File: src/rtl/link_ack_pkg.sv
package link_ack_pkg;
  localparam int CLK_PERIOD_NS = 50;
  localparam int ONE_SECOND_NS = 1_000_000_000;
  localparam int TICK_CYCLES_DEF = ONE_SECOND_NS / CLK_PERIOD_NS;
  localparam int TICK_W = 25;

  localparam int PEERS = 16;
  localparam int PEER_W = 4;
  localparam int SLOTS = 4;
  localparam int SLOT_W = 2;
  localparam int ID_W = 8;
  localparam int LEN_W = 12;
  localparam int TMR_W = 11;
  localparam int NUM_TMR = 3;
  localparam int TMR_ACK = 0;
  localparam int TMR_BUSY = 1;
  localparam int TMR_TEST = 2;

  localparam logic [LEN_W-1:0] MIN_PDU_OCTETS = 12'h0009;
  localparam logic [LEN_W-1:0] PDU_OVERHEAD = 12'h0009;
  localparam logic [LEN_W-1:0] INFO_MIN = 12'h02C4;
  localparam logic [LEN_W-1:0] INFO_MAX = 12'h0D11;
  localparam logic [TMR_W-1:0] ACK_TMR_MIN = 11'h00A;
  localparam logic [TMR_W-1:0] ACK_TMR_MAX = 11'h708;
  localparam logic [TMR_W-1:0] ACK_TMR_RST = 11'h078;
  localparam logic [TMR_W-1:0] BUSY_TMR_RST = 11'h078;
  localparam logic [TMR_W-1:0] TEST_TTL_RST = 11'h000;
  localparam logic [LEN_W-1:0] INFO_RST = INFO_MAX;

  localparam logic [7:0] OFS_CTRL = 8'h00;
  localparam logic [7:0] OFS_MAX_INFO = 8'h04;
  localparam logic [7:0] OFS_BUSY_TMR = 8'h08;
  localparam logic [7:0] OFS_TEST_TTL = 8'h0C;
  localparam logic [7:0] OFS_ACK_TMR = 8'h10;
  localparam logic [7:0] OFS_IRQ_STATUS = 8'h14;
  localparam logic [7:0] OFS_IRQ_MASK = 8'h18;
  localparam logic [7:0] OFS_PEER_BUSY = 8'h1C;
  localparam logic [7:0] OFS_SLOT_LOAD = 8'h20;
  localparam logic [7:0] OFS_SLOT_VIEW = 8'h24;

  localparam int CTRL_SILENT = 0;
  localparam int CTRL_USER_READY = 1;
  localparam int CTRL_NETWORK_CONTROL_STATION_LSB = 4;

  localparam int IRQ_W = 5;
  localparam int IRQ_ACK_TO = 0;
  localparam int IRQ_BUSY_TO = 1;
  localparam int IRQ_TEST_DROP = 2;
  localparam int IRQ_RETIRED = 3;
  localparam int IRQ_RX_BAD = 4;

  typedef enum logic [2:0] {
    RX_ACK_READY_RESP = 3'b000,
    RX_ACK_NOT_READY_RESP = 3'b001,
    RX_ACK_READY_CMD = 3'b010,
    RX_ACK_NOT_READY_CMD = 3'b011,
    RX_ACKED_BROADCAST_INFO = 3'b100,
    RX_CONNECTIONLESS_NOT_READY = 3'b101,
    RX_OTHER = 3'b110
  } rx_kind_type;
endpackage

File: src/rtl/link_ack_status.sv
`timescale 1ns/1ps
module link_ack_status #(
  parameter int TICK_CYCLES = link_ack_pkg::TICK_CYCLES_DEF
) (
  input wire logic ref_clk_i,
  input wire logic rst_n_i,
  input wire logic [7:0] avs_address_i,
  input wire logic avs_read_i,
  input wire logic avs_write_i,
  input wire logic [31:0] avs_writedata_i,
  output logic [31:0] avs_readdata_o,
  output logic avs_waitrequest_o,
  output logic irq_o,
  input wire logic rx_valid_i,
  input wire logic [2:0] rx_kind_i,
  input wire logic [link_ack_pkg::PEER_W-1:0] rx_src_i,
  input wire logic [link_ack_pkg::ID_W-1:0] rx_id_i,
  input wire logic [link_ack_pkg::LEN_W-1:0] rx_len_i,
  input wire logic local_busy_i,
  input wire logic not_ready_cmd_sent_i,
  input wire logic pdu_transmitted_i,
  input wire logic ack_received_i,
  input wire logic test_resp_queued_i,
  input wire logic test_resp_sent_i,
  output logic rx_accept_o,
  output logic tx_ready_pdu_o,
  output logic tx_not_ready_resp_o,
  output logic [link_ack_pkg::PEER_W-1:0] tx_dest_o,
  output logic [link_ack_pkg::PEERS-1:0] peer_busy_o,
  output logic [link_ack_pkg::PEER_W-1:0] network_control_station_o,
  output logic [link_ack_pkg::LEN_W-1:0] max_info_len_o,
  output logic [link_ack_pkg::SLOTS-1:0] pdu_retired_o,
  output logic ack_timeout_o,
  output logic busy_timeout_o,
  output logic test_resp_discard_o
);
  import link_ack_pkg::*;

  function automatic logic [LEN_W-1:0] clamp_info(input logic [LEN_W-1:0] v);
    clamp_info = (v < INFO_MIN) ? INFO_MIN : ((v > INFO_MAX) ? INFO_MAX : v);
  endfunction

  function automatic logic [TMR_W-1:0] clamp_ack(input logic [TMR_W-1:0] v);
    clamp_ack = (v < ACK_TMR_MIN) ? ACK_TMR_MIN : ((v > ACK_TMR_MAX) ? ACK_TMR_MAX : v);
  endfunction

  // bus slave
  logic ack_q, ack_d;
  logic [31:0] rdata_q, rdata_d;
  logic silent_q, silent_d;
  logic [PEER_W-1:0] network_control_station_q, network_control_station_d;
  logic [LEN_W-1:0] max_info_q, max_info_d;
  logic [TMR_W-1:0] busy_tmr_q, busy_tmr_d;
  logic [TMR_W-1:0] test_ttl_q, test_ttl_d;
  logic [TMR_W-1:0] ack_tmr_q, ack_tmr_d;
  logic [IRQ_W-1:0] irq_mask_q, irq_mask_d;
  logic [SLOT_W-1:0] view_sel_q, view_sel_d;
  logic [IRQ_W-1:0] irq_stat_q, irq_stat_d;
  logic [PEERS-1:0] peer_busy_q, peer_busy_d;
  logic [SLOTS-1:0] slot_valid_q;
  logic [ID_W-1:0] slot_id_q [SLOTS];
  logic [PEERS-1:0] slot_dest_q [SLOTS];
  logic [SLOTS-1:0] retire_q;
  logic [NUM_TMR-1:0] tmr_exp_q;
  logic wr_en, rd_en, user_ready;
  logic slot_load;
  logic [SLOT_W-1:0] load_sel;

  // one wait cycle per access: read data are registered before waitrequest drops
  assign avs_waitrequest_o = (avs_read_i | avs_write_i) & ~ack_q;
  assign wr_en = avs_write_i & ack_q;
  assign rd_en = avs_read_i & ~ack_q;
  assign user_ready = wr_en && avs_address_i == OFS_CTRL && avs_writedata_i[CTRL_USER_READY];
  assign slot_load = wr_en && avs_address_i == OFS_SLOT_LOAD;
  assign load_sel = avs_writedata_i[SLOT_W-1:0];

  always_comb begin
    ack_d = (avs_read_i | avs_write_i) & ~ack_q;
    rdata_d = rdata_q;
    silent_d = silent_q;
    network_control_station_d = network_control_station_q;
    max_info_d = max_info_q;
    busy_tmr_d = busy_tmr_q;
    test_ttl_d = test_ttl_q;
    ack_tmr_d = ack_tmr_q;
    irq_mask_d = irq_mask_q;
    view_sel_d = view_sel_q;
    if (rd_en) begin
      case (avs_address_i)
        OFS_CTRL: rdata_d = {24'h0000_00, network_control_station_q, 3'b000, silent_q};
        OFS_MAX_INFO: rdata_d = {20'h0_0000, max_info_q};
        OFS_BUSY_TMR: rdata_d = {21'h00_0000, busy_tmr_q};
        OFS_TEST_TTL: rdata_d = {21'h00_0000, test_ttl_q};
        OFS_ACK_TMR: rdata_d = {21'h00_0000, ack_tmr_q};
        OFS_IRQ_STATUS: rdata_d = {27'h000_0000, irq_stat_q};
        OFS_IRQ_MASK: rdata_d = {27'h000_0000, irq_mask_q};
        OFS_PEER_BUSY: rdata_d = {16'h0000, peer_busy_q};
        OFS_SLOT_LOAD: rdata_d = {28'h000_0000, slot_valid_q};
        OFS_SLOT_VIEW: rdata_d = {slot_dest_q[view_sel_q], slot_id_q[view_sel_q], 3'b000,
                                  slot_valid_q[view_sel_q], 2'b00, view_sel_q};
        default: rdata_d = 32'h0000_0000;
      endcase
    end
    if (wr_en) begin
      case (avs_address_i)
        OFS_CTRL: begin
          silent_d = avs_writedata_i[CTRL_SILENT];
          network_control_station_d = avs_writedata_i[CTRL_NETWORK_CONTROL_STATION_LSB +: PEER_W];
        end
        OFS_MAX_INFO: max_info_d = clamp_info(avs_writedata_i[LEN_W-1:0]);
        OFS_BUSY_TMR: busy_tmr_d = avs_writedata_i[TMR_W-1:0];
        OFS_TEST_TTL: test_ttl_d = avs_writedata_i[TMR_W-1:0];
        OFS_ACK_TMR: ack_tmr_d = clamp_ack(avs_writedata_i[TMR_W-1:0]);
        OFS_IRQ_MASK: irq_mask_d = avs_writedata_i[IRQ_W-1:0];
        OFS_SLOT_VIEW: view_sel_d = avs_writedata_i[SLOT_W-1:0];
        default: ;
      endcase
    end
  end

  always_ff @(posedge ref_clk_i) begin
    if (!rst_n_i) begin
      ack_q <= 1'b0;
      rdata_q <= 32'h0000_0000;
      silent_q <= 1'b0;
      network_control_station_q <= '0;
      max_info_q <= INFO_RST;
      busy_tmr_q <= BUSY_TMR_RST;
      test_ttl_q <= TEST_TTL_RST;
      ack_tmr_q <= ACK_TMR_RST;
      irq_mask_q <= '0;
      view_sel_q <= '0;
    end else begin
      ack_q <= ack_d;
      rdata_q <= rdata_d;
      silent_q <= silent_d;
      network_control_station_q <= network_control_station_d;
      max_info_q <= max_info_d;
      busy_tmr_q <= busy_tmr_d;
      test_ttl_q <= test_ttl_d;
      ack_tmr_q <= ack_tmr_d;
      irq_mask_q <= irq_mask_d;
      view_sel_q <= view_sel_d;
    end
  end

  assign avs_readdata_o = rdata_q;
  assign network_control_station_o = network_control_station_q;
  assign max_info_len_o = max_info_q;

  // receive classification
  logic rx_ok;
  logic [LEN_W-1:0] info_len;
  rx_kind_type kind;
  assign kind = rx_kind_type'(rx_kind_i);
  assign info_len = rx_len_i - PDU_OVERHEAD;
  // short frames and oversize information fields never reach the tables
  assign rx_ok = rx_valid_i && rx_len_i >= MIN_PDU_OCTETS && info_len <= max_info_q;
  assign rx_accept_o = rx_ok;

  // peer status and ready / not-ready generation
  logic sent_nr_q, sent_nr_d;
  logic busy_prev_q;
  logic tx_ready_q, tx_ready_d;
  logic tx_nr_q, tx_nr_d;
  logic [PEER_W-1:0] tx_dest_q, tx_dest_d;
  logic busy_start, busy_stop;

  always_comb begin
    peer_busy_d = peer_busy_q;
    // expiry clears first so that a same-cycle busy mark survives
    if (tmr_exp_q[TMR_BUSY]) begin
      peer_busy_d = '0;
    end
    sent_nr_d = sent_nr_q;
    tx_ready_d = 1'b0;
    tx_nr_d = 1'b0;
    tx_dest_d = tx_dest_q;
    busy_start = 1'b0;
    busy_stop = 1'b0;
    if (rx_ok && kind == RX_ACK_NOT_READY_CMD) begin
      peer_busy_d[rx_src_i] = 1'b1;
    end
    if (rx_ok && kind == RX_CONNECTIONLESS_NOT_READY) begin
      peer_busy_d[rx_src_i] = 1'b1;
      busy_start = 1'b1;
    end
    if (rx_ok && kind == RX_ACK_READY_CMD) begin
      peer_busy_d[rx_src_i] = 1'b0;
      busy_stop = 1'b1;
    end
    if (not_ready_cmd_sent_i) begin
      sent_nr_d = 1'b1;
    end
    if (!silent_q) begin
      if (busy_prev_q && !local_busy_i && sent_nr_q) begin
        tx_ready_d = 1'b1;
        sent_nr_d = 1'b0;
      end else if (rx_ok && kind == RX_ACKED_BROADCAST_INFO) begin
        tx_ready_d = !local_busy_i;
        tx_nr_d = local_busy_i && sent_nr_q;
        tx_dest_d = rx_src_i;
      end else if (user_ready) begin
        tx_ready_d = 1'b1;
      end
    end
  end

  always_ff @(posedge ref_clk_i) begin
    if (!rst_n_i) begin
      peer_busy_q <= '0;
      sent_nr_q <= 1'b0;
      busy_prev_q <= 1'b0;
      tx_ready_q <= 1'b0;
      tx_nr_q <= 1'b0;
      tx_dest_q <= '0;
    end else begin
      peer_busy_q <= peer_busy_d;
      sent_nr_q <= sent_nr_d;
      busy_prev_q <= local_busy_i;
      tx_ready_q <= tx_ready_d;
      tx_nr_q <= tx_nr_d;
      tx_dest_q <= tx_dest_d;
    end
  end

  assign peer_busy_o = peer_busy_q;
  assign tx_ready_pdu_o = tx_ready_q;
  assign tx_not_ready_resp_o = tx_nr_q;
  assign tx_dest_o = tx_dest_q;

  // pending acknowledged broadcast PDUs
  logic ack_resp;
  assign ack_resp = rx_ok && (kind == RX_ACK_READY_RESP || kind == RX_ACK_NOT_READY_RESP);

  for (genvar s = 0; s < SLOTS; s++) begin : g_slot
    logic valid_d, retire_d, hit;
    logic [ID_W-1:0] id_d;
    logic [PEERS-1:0] dest_d;
    assign hit = ack_resp && slot_valid_q[s] && slot_id_q[s] == rx_id_i;
    always_comb begin
      valid_d = slot_valid_q[s];
      id_d = slot_id_q[s];
      dest_d = slot_dest_q[s];
      retire_d = 1'b0;
      if (slot_load && load_sel == SLOT_W'(s)) begin
        id_d = avs_writedata_i[15:8];
        dest_d = avs_writedata_i[31:16];
        valid_d = avs_writedata_i[31:16] != '0;
      end else if (hit) begin
        // clearing an absent bit leaves the list unchanged
        dest_d[rx_src_i] = 1'b0;
        if (dest_d == '0) begin
          valid_d = 1'b0;
          retire_d = 1'b1;
        end
      end
    end
    always_ff @(posedge ref_clk_i) begin
      if (!rst_n_i) begin
        slot_valid_q[s] <= 1'b0;
        slot_id_q[s] <= '0;
        slot_dest_q[s] <= '0;
        retire_q[s] <= 1'b0;
      end else begin
        slot_valid_q[s] <= valid_d;
        slot_id_q[s] <= id_d;
        slot_dest_q[s] <= dest_d;
        retire_q[s] <= retire_d;
      end
    end
  end

  assign pdu_retired_o = retire_q;

  // one-second tick and timers
  logic [TICK_W-1:0] tick_cnt_q, tick_cnt_d;
  logic tick_q, tick_d;

  always_comb begin
    tick_d = tick_cnt_q == TICK_W'(TICK_CYCLES - 1);
    tick_cnt_d = tick_d ? '0 : tick_cnt_q + 1'b1;
  end

  always_ff @(posedge ref_clk_i) begin
    if (!rst_n_i) begin
      tick_cnt_q <= '0;
      tick_q <= 1'b0;
    end else begin
      tick_cnt_q <= tick_cnt_d;
      tick_q <= tick_d;
    end
  end

  logic [NUM_TMR-1:0] tmr_start, tmr_stop;
  logic [TMR_W-1:0] tmr_load [NUM_TMR];
  assign tmr_start[TMR_ACK] = pdu_transmitted_i;
  assign tmr_stop[TMR_ACK] = ack_received_i;
  assign tmr_load[TMR_ACK] = ack_tmr_q;
  assign tmr_start[TMR_BUSY] = busy_start;
  assign tmr_stop[TMR_BUSY] = busy_stop;
  assign tmr_load[TMR_BUSY] = busy_tmr_q;
  assign tmr_start[TMR_TEST] = test_resp_queued_i;
  assign tmr_stop[TMR_TEST] = test_resp_sent_i;
  assign tmr_load[TMR_TEST] = test_ttl_q;

  for (genvar t = 0; t < NUM_TMR; t++) begin : g_tmr
    logic [TMR_W-1:0] cnt_q, cnt_d;
    logic run_q, run_d, exp_d;
    always_comb begin
      cnt_d = cnt_q;
      run_d = run_q;
      exp_d = 1'b0;
      if (tmr_start[t]) begin
        cnt_d = tmr_load[t];
        run_d = tmr_load[t] != '0;
      end else if (tmr_stop[t]) begin
        run_d = 1'b0;
      end else if (run_q && tick_q) begin
        // granularity is one tick, so the wait ends up to one second early
        if (cnt_q == TMR_W'(1)) begin
          run_d = 1'b0;
          exp_d = 1'b1;
        end else begin
          cnt_d = cnt_q - 1'b1;
        end
      end
    end
    always_ff @(posedge ref_clk_i) begin
      if (!rst_n_i) begin
        cnt_q <= '0;
        run_q <= 1'b0;
        tmr_exp_q[t] <= 1'b0;
      end else begin
        cnt_q <= cnt_d;
        run_q <= run_d;
        tmr_exp_q[t] <= exp_d;
      end
    end
  end

  assign ack_timeout_o = tmr_exp_q[TMR_ACK];
  assign busy_timeout_o = tmr_exp_q[TMR_BUSY];
  assign test_resp_discard_o = tmr_exp_q[TMR_TEST];

  // interrupts
  logic [IRQ_W-1:0] irq_set;
  assign irq_set = {rx_valid_i & ~rx_ok, |retire_q, tmr_exp_q[TMR_TEST], tmr_exp_q[TMR_BUSY],
                    tmr_exp_q[TMR_ACK]};

  always_comb begin
    irq_stat_d = irq_stat_q;
    if (wr_en && avs_address_i == OFS_IRQ_STATUS) begin
      irq_stat_d = irq_stat_q & ~avs_writedata_i[IRQ_W-1:0];
    end
    irq_stat_d = irq_stat_d | irq_set; // set wins over a same-cycle clear
  end

  always_ff @(posedge ref_clk_i) begin
    if (!rst_n_i) begin
      irq_stat_q <= '0;
    end else begin
      irq_stat_q <= irq_stat_d;
    end
  end

  assign irq_o = |(irq_stat_q & irq_mask_q);
endmodule // link_ack_status

File: config.mk
export PLATFORM = sky130hd
export DESIGN_NAME = link_ack_status
export DESIGN_NICKNAME = d
export VERILOG_FILES = /design/src/rtl/link_ack_pkg.sv /design/src/rtl/link_ack_status.sv
export SDC_FILE = /design/constraint.sdc
export NUM_CORES = 1
export LEC_CHECK = 0
export BUFFER_PORTS_ARGS = -buffer_cell sky130_fd_sc_hd__buf_4
export CAP_MARGIN = 20
export CORE_ASPECT_RATIO = 1.2
export CORE_MARGIN = 8
export CORE_UTILIZATION = 45
export CTS_CLUSTER_SIZE = 24
export DETAILED_ROUTE_END_ITERATION = 7
export GPL_TIMING_DRIVEN = 0
export PLACE_DENSITY_LB_ADDON = 0.25
export SYNTH_ARGS = -nofsm -noshare
export SYNTH_HDL_FRONTEND = slang
export SYNTH_SLANG_ARGS = --single-unit
File: constraint.sdc
create_clock -name ref_clk_i -period 3.8 [get_ports ref_clk_i]
set_clock_uncertainty 0.05 [all_clocks]
set_input_delay 0.19 -clock ref_clk_i [delete_from_list [all_inputs] [get_ports ref_clk_i]]
set_output_delay 0.19 -clock ref_clk_i [all_outputs]
set_load 0.05 [all_outputs]
; Yosys cells after proc, flatten, opt, wreduce, memory -nomap -nowiden
; Memory sizes are Yosys's and may differ from the RTL's. A register that Yosys moved wholly into a read port is not among the register bits.
; Cells that the tools add are included.
; Widths: inputs -> output; s select.
[word_totals]
reg_bits = 192
latchBits = 0
ram_bits = 96
rom_bits = 0
input_bits = 78
out_inout_bits = 80
wordCells = 302
mem_count = 2
[op_classes]
add_sub_neg = 5
multipliers = 0
div = 0
order_cmp = 9
eq_ne = 31
n_shift = 0
muxes = 91
n_bitwise = 38
reduce_logical = 90
[mem_list]
columns = name, words, width, rd, rd_ports_with_merged_regs, wr, line
row1 = slot_dest_q, 4, 16, 5, 1, 4, link_ack_status.sv:62  ; logic [PEERS-1:0] slot_dest_q [SLOTS];
row2 = slot_id_q, 4, 8, 5, 1, 4, link_ack_status.sv:61  ; logic [ID_W-1:0] slot_id_q [SLOTS];
[ops]
columns = cell, n
row1 = $pmux 32 s10, 1
row2 = $mux 16, 16
row3 = $mux 11, 14
row4 = $and 16x16->16, 5
row5 = $logic_not 16->1, 4
row6 = $mux 8, 8
row7 = $mux 1, 43
row8 = $eq 11x1->1 const B, 3
row9 = $reduce_bool 11->1, 3
row10 = $sub 11x1->11 const B, 3
row11 = $eq 8x5->1 const B, 4
row12 = $eq 8x8->1, 4
row13 = $or 16x16->16, 2
row14 = $logic_and 1x1->1, 30
row15 = $reduce_and 2->1, 14
row16 = $add 25x1->25 const B, 1
row17 = $eq 25x25->1 const B, 1
row18 = $mux 12, 2
row19 = $reduce_bool 2->1, 11
row20 = $reduce_or 4->1, 5
row21 = $reduce_bool 3->1, 6
row22 = $eq 8x4->1 const B, 2
row23 = $eq 8x6->1 const B, 2
row24 = $not 16->16, 1
row25 = 37 further kinds, 79

; Depth between registers and ports, before layout
[logic_depth]
ltp_word = 10
ltp_mapped = 17

; Least setup slack after synthesis
; Ideal clock, no wire load.
[synth_path]
path_type = input to register
startpoint = input port rx_len_i[1] (netlist bit)
endpoint = memory slot_dest_q[2][12]
setup_ns = 0.128
arrival_ns = 3.236
required_time_ns = 3.622
slack_ns = 0.387
path_stages = 14
path_buffers = 2
cell_sequence = o31a_1 nor4_1 nor3b_1 xor2_1 ha_1 a21oi_1 o21ai_0 o41ai_2 nand2_1 or4_1 buf_2 buf_6 o2111ai_1 o21ai_1
[synth_rtl]
columns = element, line
row1 = from (decl), link_ack_status.sv:18  ; input wire logic [link_ack_pkg::LEN_W-1:0] rx_len_i,
row2 = to (decl), link_ack_status.sv:62

==> summary.txt <==
STA
  – Tightest Pin Transition: 1.04 ns
  – Final min period: 3.54 ns
  – Setup violations, final: 0
  – Final-report hold violation count: 0
  – Final max-slew violation count: 0
  – Fmax: 0.282 GHz
  – Fin Hold WS: 0.00301 ns
  – RSZ-0062 raised after global routing: false
  – Fin worst setup slack: 0.258 ns
  – Rel. slew slack: 30.1%
  – Final Cycle Share: 93.2%
  – Setup_tns: 0 ns

Pwr
  – Clock power share: 49.5%
  – Total power: 7.20 mW
  – Sw frac: 24.3%
  – Leakage: 6.34 nW
  – NetSw: 1.75 mW
  – Power Internal: 5.45 mW
  – Peak supply drop: 361 µV
  – Seq pwr share: 42.8%
  – Comb pwr share: 7.7%
  – Pwr/cell area: 410 nW/µm²

Worst hold path
  – Worst hold path class: in -> reg
  – Hold path startpoint: avs_writedata_i[17]

Synth
  – Synth Flop Type: dfxtp_1
  – Top cells by count, synth: dfxtp_1 (290), nand2_1 (236), nor2_1 (133)
  – Post-Syn Area per Cell: 8.31 µm²
  – Number of enable flip-flop cells after synthesis: 0
  – Async S/R FF share, synth: 0%
  – Top-count cell post-synth: dfxtp_1
  – Top cell type's share of synthesized area: 40.4%
  – Synth unique cells: 67
  – Part of the Yosys area used for sequential elements: 40.4%
  – Synthesized cell area: 14400 µm²
  – #FFs+latches synth: 290
  – Cells after synthesis: 1728
  – Syn_nets: 1827
  – Synth area leaders: dfxtp_1 (40%), nand2_1 (6.2%), a21oi_1 (4.5%)
  – Synth Warn #: 0
  – Synth area leader: dfxtp_1

Critical path
  – Critical path launch point: rx_len_i[1]
  – CP max FO: 10
  – Worst Path Buf+Inv: 3
  – WP data arrival: 3.93 ns
  – Largest stage delay, worst path: 0.59 ns
  – Worst EP required: 4.19 ns
  – CP cell instances: buf_4 -> o31a_1 -> nor4_2 -> nor3b_1 -> xor2_1 -> ha_1 -> a21oi_1 -> o21ai_0 -> o41ai_4 -> nand2_1 -> or4_1 -> buf_2 -> buf_6 -> o2111ai_1 -> o21ai_1
  – Endpoint class of the critical path: register
  – RR Startpoint: max_info_len_o[5]$_SDFFE_PN0P_
  – Top delay family on crit path: compound AO/OA/AOI/OAI gates
  – Worst setup SP type: input pin
  – Crit Path Class: in -> reg
  – Crit-path slowest cell: or4_1

Clock tree
  – Clock insertion delay at the later pin of the skew report: 0.58 ns
  – CTS Sinks: 290
  – Clock-pin slew of the registers on the worst-case setup and hold paths: 0.06 ns
  – CTS Buffer Depth: 3
  – Post-CTS Setup Inserts: 0
  – TritonCTS clock tree: done
  – H-tree depth: 1
  – Clock root cell: clkbuf_16
  – TritonCTS Buffers: 31

Route
  – DRT iter0 DRCs: 1512
  – Vias: 14824
  – Vias per inst: 6.25
  – WL per Instance: 24.5 µm
  – DR pass1 iterations: 6
  – Residual DRC: 0
  – Routed Antenna Nets: 0
  – Total Wirelength: 58.1 mm

Global route
  – Number of global-route vias before repair: 14372
  – M3 GR Usage: 4.49%
  – Met2 GRT Util: 51.0%
  – GRT busiest layer: met2
  – GRT overflow: 0
  – Met1 GRT Util: 36.5%
  – First-pass GRT wire length: 87.1 mm
  – Largest net degree at the start of global routing: 16
  – Initial antenna violation count: 0
  – GRT Resource Usage Total: 29.9%

Placement
  – Placed cell areas: 16000 µm²
  – Cell Count Post-Placement: 2282
  – Port Buffer Count: 150
  – Place WS: -0.611 ns
  – GP Congestion: 1.02
  – Half-perimeter wire length after placement: 44.5 mm

Final layout
  – Final nets: 2046
  – Final instance area: 17600 µm²
  – Fill cells: 2921
  – Diode count: 0
  – Util after Layout: 56.0%
  – Share of cells above drive strength 1: 13.3%
  – Layout area overhead: 22.3%
  – Non-filler instance count after layout: 2373

Die
  – Cell Rows: 71
  – Die width: 179 µm
  – Die height: 212 µm
  – I/O pin cnt: 158
  – Initial Util: 45.8%
  – Die ar.: 37900 µm²
  – Core Area: 31400 µm²

Flow run
  – Max Cap Violations: 0

Outcome
  – Outcome: completed
-- worst paths after layout --
| path | endpoint | slack, ns | cells past startpoint |
|---|---|---|---|
| worst min-delay path | slot_dest_q[3][1]$_SDFFE_PN0P_ | 0.003 | 3 |
| worst max-delay path | slot_dest_q[2][8]$_SDFFE_PN0P_ | 0.26 | 15 |
| worst max register to register | slot_dest_q[2][8]$_SDFFE_PN0P_ | 0.28 | 11 |
| worst min register to register | avs_readdata_o[29]$_SDFFE_PN0P_ | 0.40 | 2 |
-- repair_timing --
item / 4_1_cts / 5_1_grt
endpoints found under the hold margin: 105 / 0
hold buffers: 33 / 0
pin swaps: 0 / 1
setup endpoints to repair: 7 / 54
resized for setup: 1 / 1
-- cell usage in the layout, fill, tap and decap left out, types with 7 or more instances in the layout --
cell type and instances:
dlygate4sd3_1 33, buf_4 152, a21oi_1 128, nand2_1 236, buf_2 11, nor2b_1 15
bufinv_16 9, a22oi_1 40, nand3_1 99, o21ai_0 63, and2_1 10, o211a_1 18
xnor2_1 41, a31oi_1 14, nor2_1 133, nor3_1 54, nand4_1 32, nand2b_1 9
mux2i_1 16, o2111ai_1 49, xor2_1 52, a211oi_1 15, mux4_2 26, buf_1 7
clkbuf_16 31, and3_1 14, inv_1 45, dfxtp_1 290, nor4_1 30, clkbuf_1 103
o22ai_1 34, ha_1 21, o21ai_1 28
-- layer usage --
layer  routed length, µm  vias up
li1                    -     6762
met4                2970        0
met5                   0        -
met2               27900      780
met1               22500     7107
met3                4710      175
-- sequential cells by signal (all words and copies together), names as in the netlist, 2 cells and up, named ones only --
name,count
slot_dest_q,64
g_tmr.cnt_q,33
avs_readdata_o,32
slot_id_q,32
tick_cnt_q,25
peer_busy_o,16
max_info_len_o,12
ack_tmr_q,11
busy_tmr_q,11
test_ttl_q,11
irq_mask_q,5
irq_stat_q,5
network_control_station_o,4
pdu_retired_o,4
slot_valid_q,4
tx_dest_o,4
g_tmr.run_q,3
view_sel_q,2
-- cell type report --
type / count / area [µm²] / area share [%]
flip-flops and latches: 290 / 5810 / 33.1
clock buffers: 39 / 856 / 4.87
well taps: 401 / 502 / 2.86
multi-input cells: 1271 / 7920 / 45.1
inverters: 47 / 176 / 1.00
clock inverters: 19 / 340 / 1.94
repair buffers: 186 / 1480 / 8.41
plain buffers: 120 / 485 / 2.76
-- worst min-delay path: stages --
cell and delay, ns:
buf_4 0.09, nand2_1 0.14, o21ai_0 0.17
-- power by group through the flow --
stage | registers [mW] | logic (mW) | clock network, mW
floorplan | 3.15 | 0.259 | 0
global placement | 3.15 | 0.509 | 0
detailed placement | 3.15 | 0.510 | 0
CTS | 3.08 | 0.542 | 3.56
global route | 3.08 | 0.590 | 3.70
finish | 3.08 | 0.555 | 3.56
-- logic make-up after synthesis --
family,synth area share (%)
compound gates,20.2
simple gates,21.9
mux,5.27
fa+ha+maj,1.83
buf+inv,4.61
flops,40.4
xor+xnor,5.67
(Power assumes the default switching activity.)
